File: config.mk
export PLATFORM = sky130hd
export DESIGN_NAME = stidl_top
export DESIGN_NICKNAME = d
export VERILOG_FILES = /design/src/stidl_pkg.sv /design/src/stidl_top.sv /design/src/stidl_edge.sv
export VERILOG_INCLUDE_DIRS = /design/src
export SDC_FILE = /design/constraint.sdc
export NUM_CORES = 1
export LEC_CHECK = 0
export BUFFER_PORTS_ARGS = -buffer_cell sky130_fd_sc_hd__buf_2
export CELL_PAD_IN_SITES_DETAIL_PLACEMENT = 1
export CELL_PAD_IN_SITES_GLOBAL_PLACEMENT = 1
export CORE_MARGIN = 2
export CORE_UTILIZATION = 40
export CTS_BUF_LIST = sky130_fd_sc_hd__clkbuf_4 sky130_fd_sc_hd__clkbuf_8
export CTS_CLUSTER_DIAMETER = 50
export DETAILED_ROUTE_END_ITERATION = 8
export PLACE_DENSITY = 0.83
export SLEW_MARGIN = 20
export SYNTH_ARGS = -nofsm -noshare
export SYNTH_HDL_FRONTEND = slang
export SYNTH_SLANG_ARGS = --single-unit
File: constraint.sdc
create_clock -name hclk -period 2.4 [get_ports hclk]
set_input_delay 0.12 -clock hclk [delete_from_list [all_inputs] [get_ports hclk]]
set_output_delay 0.12 -clock hclk [all_outputs]
set_load 0.01 [all_outputs]
File: src/stidl_params.svh
// Purpose: Offsets, field positions, reset values and timing counts of the sync line interface.
// Assumes: 200 MHz hclk, AHB-Lite register access, one aligned word per register.
// Notes:   Definitions only.
`ifndef STIDL_PARAMS_SVH
`define STIDL_PARAMS_SVH

`define STIDL_OFS_TX_CTRL_STAT 8'h00
`define STIDL_OFS_RX_CTRL_STAT 8'h04
`define STIDL_OFS_TX_HOLD_BUF  8'h08
`define STIDL_OFS_SYNC        8'h0C
`define STIDL_OFS_RBUF        8'h10
`define STIDL_OFS_IRQ_STAT    8'h14
`define STIDL_OFS_IRQ_EN      8'h18
`define STIDL_OFS_IRQ_CLR     8'h1C

`define STIDL_TC_IDLE_FILL    0
`define STIDL_TC_CHAR_PEND    1
`define STIDL_TC_ACTIVE       2
`define STIDL_TC_RTS          3
`define STIDL_TC_CTS          4

`define STIDL_RC_HALF_DUPLEX  0
`define STIDL_RC_SINGLE_SYNC  1
`define STIDL_RC_MAINT        2
`define STIDL_RC_IN_SYNC      3

`define STIDL_EV_TX_DONE      0
`define STIDL_EV_RX_DONE      1
`define STIDL_EV_W            2

`define STIDL_SYNC_RESET      8'h96
`define STIDL_CLK_HZ          200000000
`define STIDL_LOOP_HZ         3000
`define STIDL_LOOP_HALF       ((`STIDL_CLK_HZ / `STIDL_LOOP_HZ) / 2)

`endif

File: src/stidl_pkg.sv
// Purpose: Types shared by the sync line interface files.
// Assumes: Constants live in stidl_params.svh.
// Notes:   Types only.
`default_nettype none
package stidl_pkg;
   typedef struct packed {
      logic idle_fill;
      logic half_duplex;
      logic single_sync;
      logic maint;
   } stidl_ctrl_t;

   typedef enum logic [2:0] {
      STIDL_TX_IDLE  = 3'b001,
      STIDL_TX_WAIT  = 3'b010,
      STIDL_TX_SHIFT = 3'b100
   } stidl_tx_state_t;
endpackage
`default_nettype wire

File: src/stidl_top.sv
// Purpose: Sync serial line control: idle fill, half duplex receive gating, maintenance loop.
// Assumes: Modem clocks and clear to send are asynchronous pins sampled by hclk.
// Notes:   Characters are 8 bits; a trailing marker bit flags the shifter empty.
`timescale 1ns/10ps
`default_nettype none
`include "stidl_params.svh"

// Contract
// - Idle fill set keeps shifting qualified and send request held.
// - Pending character feeds shifter with buffer bits; otherwise sync pattern.
// - Idle fill, no character: sync loaded on next clock after shifter empties.
// - Idle fill set while inactive raises send request on transmit clock.
// - After clear to send, sync sent and reloaded each character until cleared.
// - Half duplex blocks receive clock while send request is asserted.
// - Receive control bit 2 loops transmit data into the receiver.
// - Loop mode simulates clear to send.
// - Loop mode replaces both modem clocks with internal 3000 Hz clock.
// - Option declares receiver in sync after a single sync character.
// - Without idle fill and no character, send request drops at character end.
// - Loading buffer into shifter sets transmit done and may interrupt.
module stidl_top (
   // AHB-Lite clock and reset
   input  wire logic        hclk,
   input  wire logic        hresetn,
   // AHB-Lite slave
   input  wire logic        hsel,
   input  wire logic [7:0]  haddr,
   input  wire logic [1:0]  htrans,
   input  wire logic        hwrite,
   input  wire logic [2:0]  hsize,
   input  wire logic [31:0] hwdata,
   input  wire logic        hready,
   output logic      [31:0] hrdata,
   output logic             hreadyout,
   output logic             hresp,
   // Modem
   input  wire logic        tx_clk_pin,
   input  wire logic        rx_clk_pin,
   input  wire logic        cts_pin,
   input  wire logic        rx_data_pin,
   output logic             rts_pin,
   output logic             tx_data_pin,
   // Interrupt
   output logic             irq
);
   localparam int LOOP_HALF = `STIDL_LOOP_HALF;

   stidl_pkg::stidl_ctrl_t      ctrl_reg, ctrl_next, ctrl_tx_reg, ctrl_tx_next;
   stidl_pkg::stidl_tx_state_t  tx_state_reg, tx_state_next;
   logic [7:0]  hold_reg, hold_next, sync_reg, sync_next;
   logic        pend_reg, pend_next, rts_reg, rts_next;
   logic [8:0]  shift_reg, shift_next;
   logic        txd_reg, txd_next;
   logic [7:0]  rxsh_reg, rxsh_next, rbuf_reg, rbuf_next;
   logic [3:0]  rxcnt_reg, rxcnt_next;
   logic [1:0]  rx_sync_cnt_reg, rx_sync_cnt_next;
   logic        in_sync_reg, in_sync_next;
   logic [`STIDL_EV_W-1:0] ist_reg, ist_next, ien_reg, ien_next;
   logic [15:0] lcnt_reg, lcnt_next;
   logic        lclk_reg, lclk_next;
   logic        lrise, lfall;
   logic        ap_sel_reg, ap_wr_reg;
   logic [7:0]  ap_addr_reg;
   logic        tx_fall, rx_rise, cts_lvl, rxd_lvl;
   logic        tclk_fall, rclk_rise, cts_eff, rxd_eff;
   logic        wr_en, ld_hold, ev_tx_done, ev_rx_done, empty;

   stidl_edge u_txc (.clk(hclk), .rst_n(hresetn), .pin(tx_clk_pin), .level(), .rise(), .fall(tx_fall));
   stidl_edge u_rxc (.clk(hclk), .rst_n(hresetn), .pin(rx_clk_pin), .level(), .rise(rx_rise), .fall());
   stidl_edge u_cts (.clk(hclk), .rst_n(hresetn), .pin(cts_pin), .level(cts_lvl), .rise(), .fall());
   stidl_edge u_rxd (.clk(hclk), .rst_n(hresetn), .pin(rx_data_pin), .level(rxd_lvl), .rise(), .fall());

   // Loop clock divider gives 3000 Hz as enable pulses.
   always_comb begin
      lcnt_next = lcnt_reg + 16'h0001;
      lclk_next = lclk_reg;
      if (lcnt_reg == 16'(LOOP_HALF - 1)) begin
         lcnt_next = 16'h0000;
         lclk_next = ~lclk_reg;
      end
   end
   assign lrise = (lcnt_reg == 16'(LOOP_HALF - 1)) & ~lclk_reg;
   assign lfall = (lcnt_reg == 16'(LOOP_HALF - 1)) & lclk_reg;

   assign tclk_fall = ctrl_reg.maint ? lfall : tx_fall;
   // Receive clock is suppressed while sending in half duplex.
   assign rclk_rise = (ctrl_reg.maint ? lrise : rx_rise) & ~(ctrl_tx_reg.half_duplex & rts_reg);
   assign cts_eff   = ctrl_reg.maint | cts_lvl;
   assign rxd_eff   = ctrl_reg.maint ? txd_reg : rxd_lvl;

   // AHB-Lite: zero wait states, always OKAY.
   assign hreadyout = 1'b1;
   assign hresp     = 1'b0;
   assign wr_en     = ap_sel_reg & ap_wr_reg;
   assign ld_hold   = wr_en & (ap_addr_reg == `STIDL_OFS_TX_HOLD_BUF);

   always_ff @(posedge hclk or negedge hresetn) begin
      if (!hresetn) begin
         ap_sel_reg  <= 1'b0;
         ap_wr_reg   <= 1'b0;
         ap_addr_reg <= 8'h00;
      end else if (hready) begin
         ap_sel_reg  <= hsel & htrans[1];
         ap_wr_reg   <= hwrite;
         ap_addr_reg <= haddr;
      end
   end

   always_comb begin
      hrdata = 32'h00000000;
      if (ap_sel_reg & ~ap_wr_reg) begin
         unique case (ap_addr_reg)
            `STIDL_OFS_TX_CTRL_STAT: begin
               hrdata[`STIDL_TC_IDLE_FILL] = ctrl_reg.idle_fill;
               hrdata[`STIDL_TC_CHAR_PEND] = pend_reg;
               hrdata[`STIDL_TC_ACTIVE]    = (tx_state_reg == stidl_pkg::STIDL_TX_SHIFT);
               hrdata[`STIDL_TC_RTS]       = rts_reg;
               hrdata[`STIDL_TC_CTS]       = cts_eff;
            end
            `STIDL_OFS_RX_CTRL_STAT: begin
               hrdata[`STIDL_RC_HALF_DUPLEX] = ctrl_reg.half_duplex;
               hrdata[`STIDL_RC_SINGLE_SYNC] = ctrl_reg.single_sync;
               hrdata[`STIDL_RC_MAINT]       = ctrl_reg.maint;
               hrdata[`STIDL_RC_IN_SYNC]     = in_sync_reg;
            end
            `STIDL_OFS_TX_HOLD_BUF: hrdata[7:0] = hold_reg;
            `STIDL_OFS_SYNC:     hrdata[7:0] = sync_reg;
            `STIDL_OFS_RBUF:     hrdata[7:0] = rbuf_reg;
            `STIDL_OFS_IRQ_STAT: hrdata[`STIDL_EV_W-1:0] = ist_reg;
            `STIDL_OFS_IRQ_EN:   hrdata[`STIDL_EV_W-1:0] = ien_reg;
            default:             hrdata = 32'h00000000;
         endcase
      end
   end

   // Register writes and interrupt status.
   always_comb begin
      ctrl_next = ctrl_reg;
      hold_next = hold_reg;
      sync_next = sync_reg;
      ien_next  = ien_reg;
      ist_next  = ist_reg;
      if (wr_en) begin
         unique case (ap_addr_reg)
            `STIDL_OFS_TX_CTRL_STAT: ctrl_next.idle_fill = hwdata[`STIDL_TC_IDLE_FILL];
            `STIDL_OFS_RX_CTRL_STAT: begin
               ctrl_next.half_duplex = hwdata[`STIDL_RC_HALF_DUPLEX];
               ctrl_next.single_sync = hwdata[`STIDL_RC_SINGLE_SYNC];
               ctrl_next.maint       = hwdata[`STIDL_RC_MAINT];
            end
            `STIDL_OFS_TX_HOLD_BUF: hold_next = hwdata[7:0];
            `STIDL_OFS_SYNC:    sync_next = hwdata[7:0];
            `STIDL_OFS_IRQ_EN:  ien_next  = hwdata[`STIDL_EV_W-1:0];
            `STIDL_OFS_IRQ_CLR: ist_next  = ist_reg & ~hwdata[`STIDL_EV_W-1:0];
            default: ;
         endcase
      end
      // A new event wins over a clear in the same cycle.
      ist_next = ist_next | {ev_rx_done, ev_tx_done};
   end

   assign irq = |(ist_reg & ien_reg);

   // Transmitter. The marker bit in shift_reg[8] trails the data; empty when only it remains in bit 0.
   assign empty = (shift_reg[8:1] == 8'h00);

   always_comb begin
      tx_state_next = tx_state_reg;
      ctrl_tx_next  = ctrl_tx_reg;
      pend_next     = pend_reg | ld_hold;
      rts_next      = rts_reg;
      shift_next    = shift_reg;
      txd_next      = txd_reg;
      ev_tx_done    = 1'b0;
      if (tclk_fall) begin
         ctrl_tx_next = ctrl_reg;
         unique case (tx_state_reg)
            stidl_pkg::STIDL_TX_IDLE: begin
               if (pend_reg | ctrl_reg.idle_fill) begin
                  rts_next      = 1'b1;
                  tx_state_next = stidl_pkg::STIDL_TX_WAIT;
               end
            end
            stidl_pkg::STIDL_TX_WAIT: begin
               if (!(pend_reg | ctrl_tx_reg.idle_fill)) begin
                  rts_next      = 1'b0;
                  tx_state_next = stidl_pkg::STIDL_TX_IDLE;
               end else if (cts_eff) begin
                  shift_next    = 9'h001;
                  tx_state_next = stidl_pkg::STIDL_TX_SHIFT;
               end
            end
            stidl_pkg::STIDL_TX_SHIFT: begin
               if (empty) begin
                  if (pend_reg) begin
                     shift_next = {1'b1, hold_reg};
                     pend_next  = ld_hold;
                     ev_tx_done = 1'b1;
                  end else if (ctrl_tx_reg.idle_fill & cts_eff) begin
                     shift_next = {1'b1, sync_reg};
                  end else begin
                     rts_next      = 1'b0;
                     tx_state_next = stidl_pkg::STIDL_TX_IDLE;
                  end
                  txd_next = 1'b1;
                  if (pend_reg | (ctrl_tx_reg.idle_fill & cts_eff)) begin
                     txd_next = pend_reg ? hold_reg[0] : sync_reg[0];
                  end
                  if (pend_reg | (ctrl_tx_reg.idle_fill & cts_eff)) begin
                     shift_next = {1'b0, shift_next[8:1]};
                  end
               end else begin
                  txd_next   = shift_reg[0];
                  shift_next = {1'b0, shift_reg[8:1]};
               end
               if (ctrl_tx_reg.idle_fill) begin
                  rts_next = (tx_state_next != stidl_pkg::STIDL_TX_IDLE);
               end
            end
            default: tx_state_next = stidl_pkg::STIDL_TX_IDLE;
         endcase
      end
   end

   // Receiver: hunt for sync, then assemble characters.
   always_comb begin
      rxsh_next        = rxsh_reg;
      rxcnt_next       = rxcnt_reg;
      rbuf_next        = rbuf_reg;
      rx_sync_cnt_next = rx_sync_cnt_reg;
      in_sync_next     = in_sync_reg;
      ev_rx_done       = 1'b0;
      if (rclk_rise) begin
         rxsh_next = {rxd_eff, rxsh_reg[7:1]};
         if (!in_sync_reg) begin
            if (rxsh_next == sync_reg) begin
               if (ctrl_reg.single_sync | (rx_sync_cnt_reg == 2'd1)) begin
                  in_sync_next = 1'b1;
               end
               rx_sync_cnt_next = rx_sync_cnt_reg + 2'd1;
               rxcnt_next       = 4'h0;
            end else if (rxcnt_reg == 4'h7) begin
               rx_sync_cnt_next = 2'd0;
               rxcnt_next       = 4'h0;
            end else begin
               rxcnt_next = rxcnt_reg + 4'h1;
            end
         end else if (rxcnt_reg == 4'h7) begin
            rxcnt_next = 4'h0;
            rbuf_next  = rxsh_next;
            ev_rx_done = 1'b1;
         end else begin
            rxcnt_next = rxcnt_reg + 4'h1;
         end
      end
   end

   always_ff @(posedge hclk or negedge hresetn) begin
      if (!hresetn) begin
         ctrl_reg        <= '0;
         ctrl_tx_reg     <= '0;
         hold_reg        <= 8'h00;
         sync_reg        <= `STIDL_SYNC_RESET;
         ien_reg         <= '0;
         ist_reg         <= '0;
         tx_state_reg    <= stidl_pkg::STIDL_TX_IDLE;
         pend_reg        <= 1'b0;
         rts_reg         <= 1'b0;
         shift_reg       <= 9'h000;
         txd_reg         <= 1'b1;
         rxsh_reg        <= 8'h00;
         rxcnt_reg       <= 4'h0;
         rbuf_reg        <= 8'h00;
         rx_sync_cnt_reg <= 2'd0;
         in_sync_reg     <= 1'b0;
         lcnt_reg        <= 16'h0000;
         lclk_reg        <= 1'b0;
      end else begin
         ctrl_reg        <= ctrl_next;
         ctrl_tx_reg     <= ctrl_tx_next;
         hold_reg        <= hold_next;
         sync_reg        <= sync_next;
         ien_reg         <= ien_next;
         ist_reg         <= ist_next;
         tx_state_reg    <= tx_state_next;
         pend_reg        <= pend_next;
         rts_reg         <= rts_next;
         shift_reg       <= shift_next;
         txd_reg         <= txd_next;
         rxsh_reg        <= rxsh_next;
         rxcnt_reg       <= rxcnt_next;
         rbuf_reg        <= rbuf_next;
         rx_sync_cnt_reg <= rx_sync_cnt_next;
         in_sync_reg     <= in_sync_next;
         lcnt_reg        <= lcnt_next;
         lclk_reg        <= lclk_next;
      end
   end

   // Loop mode keeps the modem line quiet.
   assign rts_pin     = rts_reg & ~ctrl_reg.maint;
   assign tx_data_pin = ctrl_reg.maint ? 1'b1 : txd_reg;

   property p_idle_rts;
      @(posedge hclk) disable iff (!hresetn)
      (tx_state_reg == stidl_pkg::STIDL_TX_SHIFT) && ctrl_tx_reg.idle_fill && tclk_fall |=> rts_reg;
   endproperty
   a_idle_rts: assert property (p_idle_rts) else $error("send request dropped under idle fill");

   property p_data_load;
      @(posedge hclk) disable iff (!hresetn)
      (tx_state_reg == stidl_pkg::STIDL_TX_SHIFT) && empty && pend_reg && tclk_fall
         |=> shift_reg[7:0] == {1'b1, $past(hold_reg[7:1])};
   endproperty
   a_data_load: assert property (p_data_load) else $error("buffer not loaded into shifter");

   property p_sync_load;
      @(posedge hclk) disable iff (!hresetn)
      (tx_state_reg == stidl_pkg::STIDL_TX_SHIFT) && empty && !pend_reg && ctrl_tx_reg.idle_fill
         && cts_eff && tclk_fall |=> txd_reg == $past(sync_reg[0]);
   endproperty
   a_sync_load: assert property (p_sync_load) else $error("sync pattern not sent on idle");

   property p_start;
      @(posedge hclk) disable iff (!hresetn)
      (tx_state_reg == stidl_pkg::STIDL_TX_IDLE) && ctrl_reg.idle_fill && tclk_fall |=> rts_reg;
   endproperty
   a_start: assert property (p_start) else $error("idle fill did not raise send request");

   property p_half;
      @(posedge hclk) disable iff (!hresetn)
      ctrl_tx_reg.half_duplex && rts_reg |=> $stable(rxsh_reg);
   endproperty
   a_half: assert property (p_half) else $error("receive clock passed while sending");

   property p_cts_sim;
      @(posedge hclk) disable iff (!hresetn)
      ctrl_reg.maint |-> cts_eff && !rts_pin;
   endproperty
   a_cts_sim: assert property (p_cts_sim) else $error("loop mode lacks simulated clear to send");

   property p_drop;
      @(posedge hclk) disable iff (!hresetn)
      (tx_state_reg == stidl_pkg::STIDL_TX_SHIFT) && empty && !pend_reg && !ctrl_tx_reg.idle_fill
         && tclk_fall |=> !rts_reg && tx_state_reg == stidl_pkg::STIDL_TX_IDLE;
   endproperty
   a_drop: assert property (p_drop) else $error("send request not dropped at end");

   property p_done;
      @(posedge hclk) disable iff (!hresetn)
      ev_tx_done |=> ist_reg[`STIDL_EV_TX_DONE] && (!ien_reg[`STIDL_EV_TX_DONE] || irq);
   endproperty
   a_done: assert property (p_done) else $error("transmit done not flagged");

   property p_loop_clk;
      @(posedge hclk) disable iff (!hresetn)
      ctrl_reg.maint && !lfall |=> $stable(tx_state_reg) && $stable(shift_reg);
   endproperty
   a_loop_clk: assert property (p_loop_clk) else $error("modem clock used in loop mode");
endmodule
`default_nettype wire

File: src/stidl_edge.sv
// Purpose: Synchronise a pin and give one-cycle rise and fall pulses.
// Assumes: Input is asynchronous to clk.
// Notes:   The first stage feeds only the second stage.
`timescale 1ns/10ps
`default_nettype none
module stidl_edge (
   // Clock and reset
   input  wire logic clk,
   input  wire logic rst_n,
   // Pin and results
   input  wire logic pin,
   output logic      level,
   output logic      rise,
   output logic      fall
);
   logic       first_reg;
   logic       second_reg;
   logic       prev_reg;
   logic [1:0] warm_reg;

   // Edges are held off until the history stage holds a real sample, so the
   // reset value can never pose as a transition of an idling pin.
   always_ff @(posedge clk or negedge rst_n) begin
      if (!rst_n) begin
         first_reg  <= 1'b0;
         second_reg <= 1'b0;
         prev_reg   <= 1'b0;
         warm_reg   <= 2'h0;
      end else begin
         first_reg  <= pin;
         second_reg <= first_reg;
         prev_reg   <= second_reg;
         if (warm_reg != 2'h3) begin
            warm_reg <= warm_reg + 2'h1;
         end
      end
   end

   assign level = second_reg;
   assign rise  = second_reg & ~prev_reg & (warm_reg == 2'h3);
   assign fall  = ~second_reg & prev_reg & (warm_reg == 2'h3);
endmodule
`default_nettype wire

==> run_results.csv <==
group,metric,value,unit
status,status,"finished, violations left",
status,violations,"negative setup slack",
job,maxCapViolCount,0,
floorplanning,fp.dieW,118,um
timing,tightest_slew,0.673,ns
logic_synthesis,netlist.top_cell.by_area,"dfrtp_1",
route,drt_iter0_drc,191,
worst_hold_path,worstHoldPathType,"in2reg",
timing,slew_headroom,55.2,%
clock_tree,cts_root_buf,"clkbuf_8",
final_layout,largest_reg_flops,16,
pwr,cellPowerDensity,566,nW/um2
place,place_area,5680,um2
logic_synthesis,synth_area_per_cell,11.0,um2
logic_synthesis,async_reset_ff_share,100,%
clock_tree,cts_buffer_depth,2,
place,place_hpwl,9.58,mm
clock_tree,cts_htree_levels,3,
timing,setup_slack,-0.167,ns
clock_tree,insertion_delay,0.39,ns
logic_synthesis,synth_area,5170,um2
clock_tree,clkSinkCount,104,
logic_synthesis,ys_ff_latch,104,
timing,period_needed,2.57,ns
logic_synthesis,netlist.area_leader.share,47.5,%
final_layout,syn_to_final_growth,21.0,%
setup_path,worstSetupEndpointType,"output port",
grt,grt_pass1_vias,4243,
floorplanning,rows,41,
setup_path,crit_arrival,2.45,ns
logic_synthesis,synthTopCellsByArea,"dfrtp_1, mux2_2, buf_4",
clock_tree,cts_buffers,9,
pwr,leakage,2.82,nW
floorplanning,dieHeight,118,um
setup_path,worstSetupPathType,"reg2out",
logic_synthesis,synth_edf_count,0,
grt,grt-ovfl-total,0,
setup_path,critPathRequiredTime,2.28,ns
grt,antenna_found_initial,0,
route,routed_wl,13.6,mm
clock_tree,cts_tree,"yes",
clock_tree,path_clk_slew,0.10,ns
route,drtAntennaViolNets,0,
final_layout,antenna_cells,0,
grt,grt_usage,20.3,%
timing,slew_viol_final,0,
final_layout,design_area,6250,um2
timing,max_freq,0.390,GHz
logic_synthesis,yosysSeqAreaShare,50.5,%
floorplanning,ios,91,
floorplanning,initial_core_util,40.9,%
route,first_pass_iters,4,
timing,finalSetupTns,-0.396,ns
floorplanning,coreArea,12600,um2
place,gp_congestion,0.935,
route,vias,3960,
final_layout,drive_gt1_share,30.9,%
timing,rsz0062_at_grt,"true",
logic_synthesis,syn_inst,468,
logic_synthesis,synth_ff_type,"dfrtp_1",
floorplanning,die_area,13800,um2
timing,hold_viol,0,
route,vias_per_cell,5.37,
pwr,peakVddDrop,353,uV
route,wire_per_inst,18.4,um
setup_path,critPathLaunchType,"flip-flop",
timing,finalClockSkew,0.0132,ns
timing,period_share,107,%
grt,grt_pass1_wl,22.2,mm
logic_synthesis,yosys_warnings,0,
logic_synthesis,ys_types,62,
place,portBuffers,36,
route,drc,0,
final_layout,num-nets-final,621,
timing,setup_viol,8,
setup_path,crit_fanout,3,
grt,grt_max_degree,52,
## final timing paths
path                            startpoint           end  slack [ns]  depth (start not counted)
hold reg to reg            u_cts.first_reg   u_cts.level        0.36                          0
setup / recovery            ap_addr_reg[7]     hrdata[4]       -0.17                          6
setup reg to reg            ap_addr_reg[7]   hold_reg[5]        0.11                          8
max in group asynchronous          hresetn   sync_reg[2]        1.26                          3
min in group asynchronous          hresetn  shift_reg[1]        0.29                          2
hold / removal                   hwdata[2]   ctrl_reg[0]        0.05                          2
## logic make-up (layout without fill, tap and decap cells)
group / Yosys count / in the layout / share of synthesized area [%]
muxes: 57 / 57 / 12.5
and+or+nand+nor: 150 / 151 / 15.8
DFF: 104 / 104 / 50.5
AOI/OAI and AO/OA: 78 / 78 / 10.0
buffers and inverters: 46 / 119 / 5.28
adders and majority gates: 6 / 6 / 1.45
other: 2 / 26 / 0.145
xor gates and xnor gates: 25 / 25 / 4.24
## worst max-delay path, stage by stage, from the launching register on
cell and delay [ns]:
dfrtp_1 0.43, nor4_4 0.30, or3b_4 0.46, nor3b_4 0.24, a221oi_2 0.09, a2111oi_2 0.33, buf_2 0.20
## report_power, final
| group | switching (W) | leakage (nW) | total (W) | internal (W) |
|---|---|---|---|---|
| combinational | 0.000229 | 1.41 | 0.000424 | 0.000195 |
| sequential | 0.000130 | 1.31 | 0.00198 | 0.00185 |
| clock | 0.000634 | 0.104 | 0.00113 | 0.000500 |
## repair_timing
action	in CTS	in global routing
pin swaps	13	0
hold buffers	21	0
endpoints found under the setup margin	8	17
buffers inserted	5	0
resized for setup	21	4
gates cloned	0	1
hold endpoints to repair	71	0
## layout make-up
type                    instances  area (um2)
clock inverters                 6        66.3
fillers                      1397        6370
multi-input cells             343        2480
flip-flops and latches        104        2610
well taps                     172         215
clock buffers                  10         131
inverters                       9        33.8
repair buffers                 94         711
## per-layer routing
| layer | up-vias | track usage [%] | part of all wire, % |
|---|---|---|---|
| met5 | - | 0 | 0 |
| met4 | 0 | 6.78 | 2.4 |
| met3 | 24 | 4.36 | 4.8 |
| met2 | 106 | 35.6 | 51 |
| met1 | 2014 | 24.8 | 42 |
| li1 | 1816 | - | - |
## layout by cell type, fill, tap and decap left out, drive strengths merged, types with 8 or more instances in the layout
master	count
dfrtp	98
a21oi	14
xor2	16
nand2	33
dlygate4sd3	21
o21ai	26
inv	11
nor3	16
nand3	18
mux2	51
nand2b	8
buf	73
conb	26
clkbuf	10
nor2	38
xnor2	9
## synth_stat cells (all sizes together) (5+ instances only)
master / count
inv: 9
nor4: 7
dfrtp: 98
xor2: 16
clkbuf: 9
nor3: 16
buf: 28
a22o: 5
nand3: 17
dfstp: 6
a21oi: 14
mux2: 51
xnor2: 9
o21ai: 26
nand2: 33
nand2b: 8
mux2i: 5
nor2: 38
ha: 6
nor2b: 5
## metrics by stage
step / setup slack, ns / instances / hold WS [ns] / util, % / total power [W]
2_1_floorplan: 0.0449 / 492 / -0.176 / - / 0.00223
3_3_place_gp: 0.0451 / 695 / 0.189 / 45.0 / 0.00235
3_5_place_dp: -0.000733 / 695 / 0.194 / 45.0 / 0.00238
4_1_cts: -0.108 / 737 / 0.0162 / 49.2 / 0.00356
5_1_grt: -0.293 / 738 / 0.0325 / 49.5 / 0.00370
6_report: -0.167 / 738 / 0.0488 / 49.5 / 0.00354
Note: power is estimated with default switching activity, not from simulation.
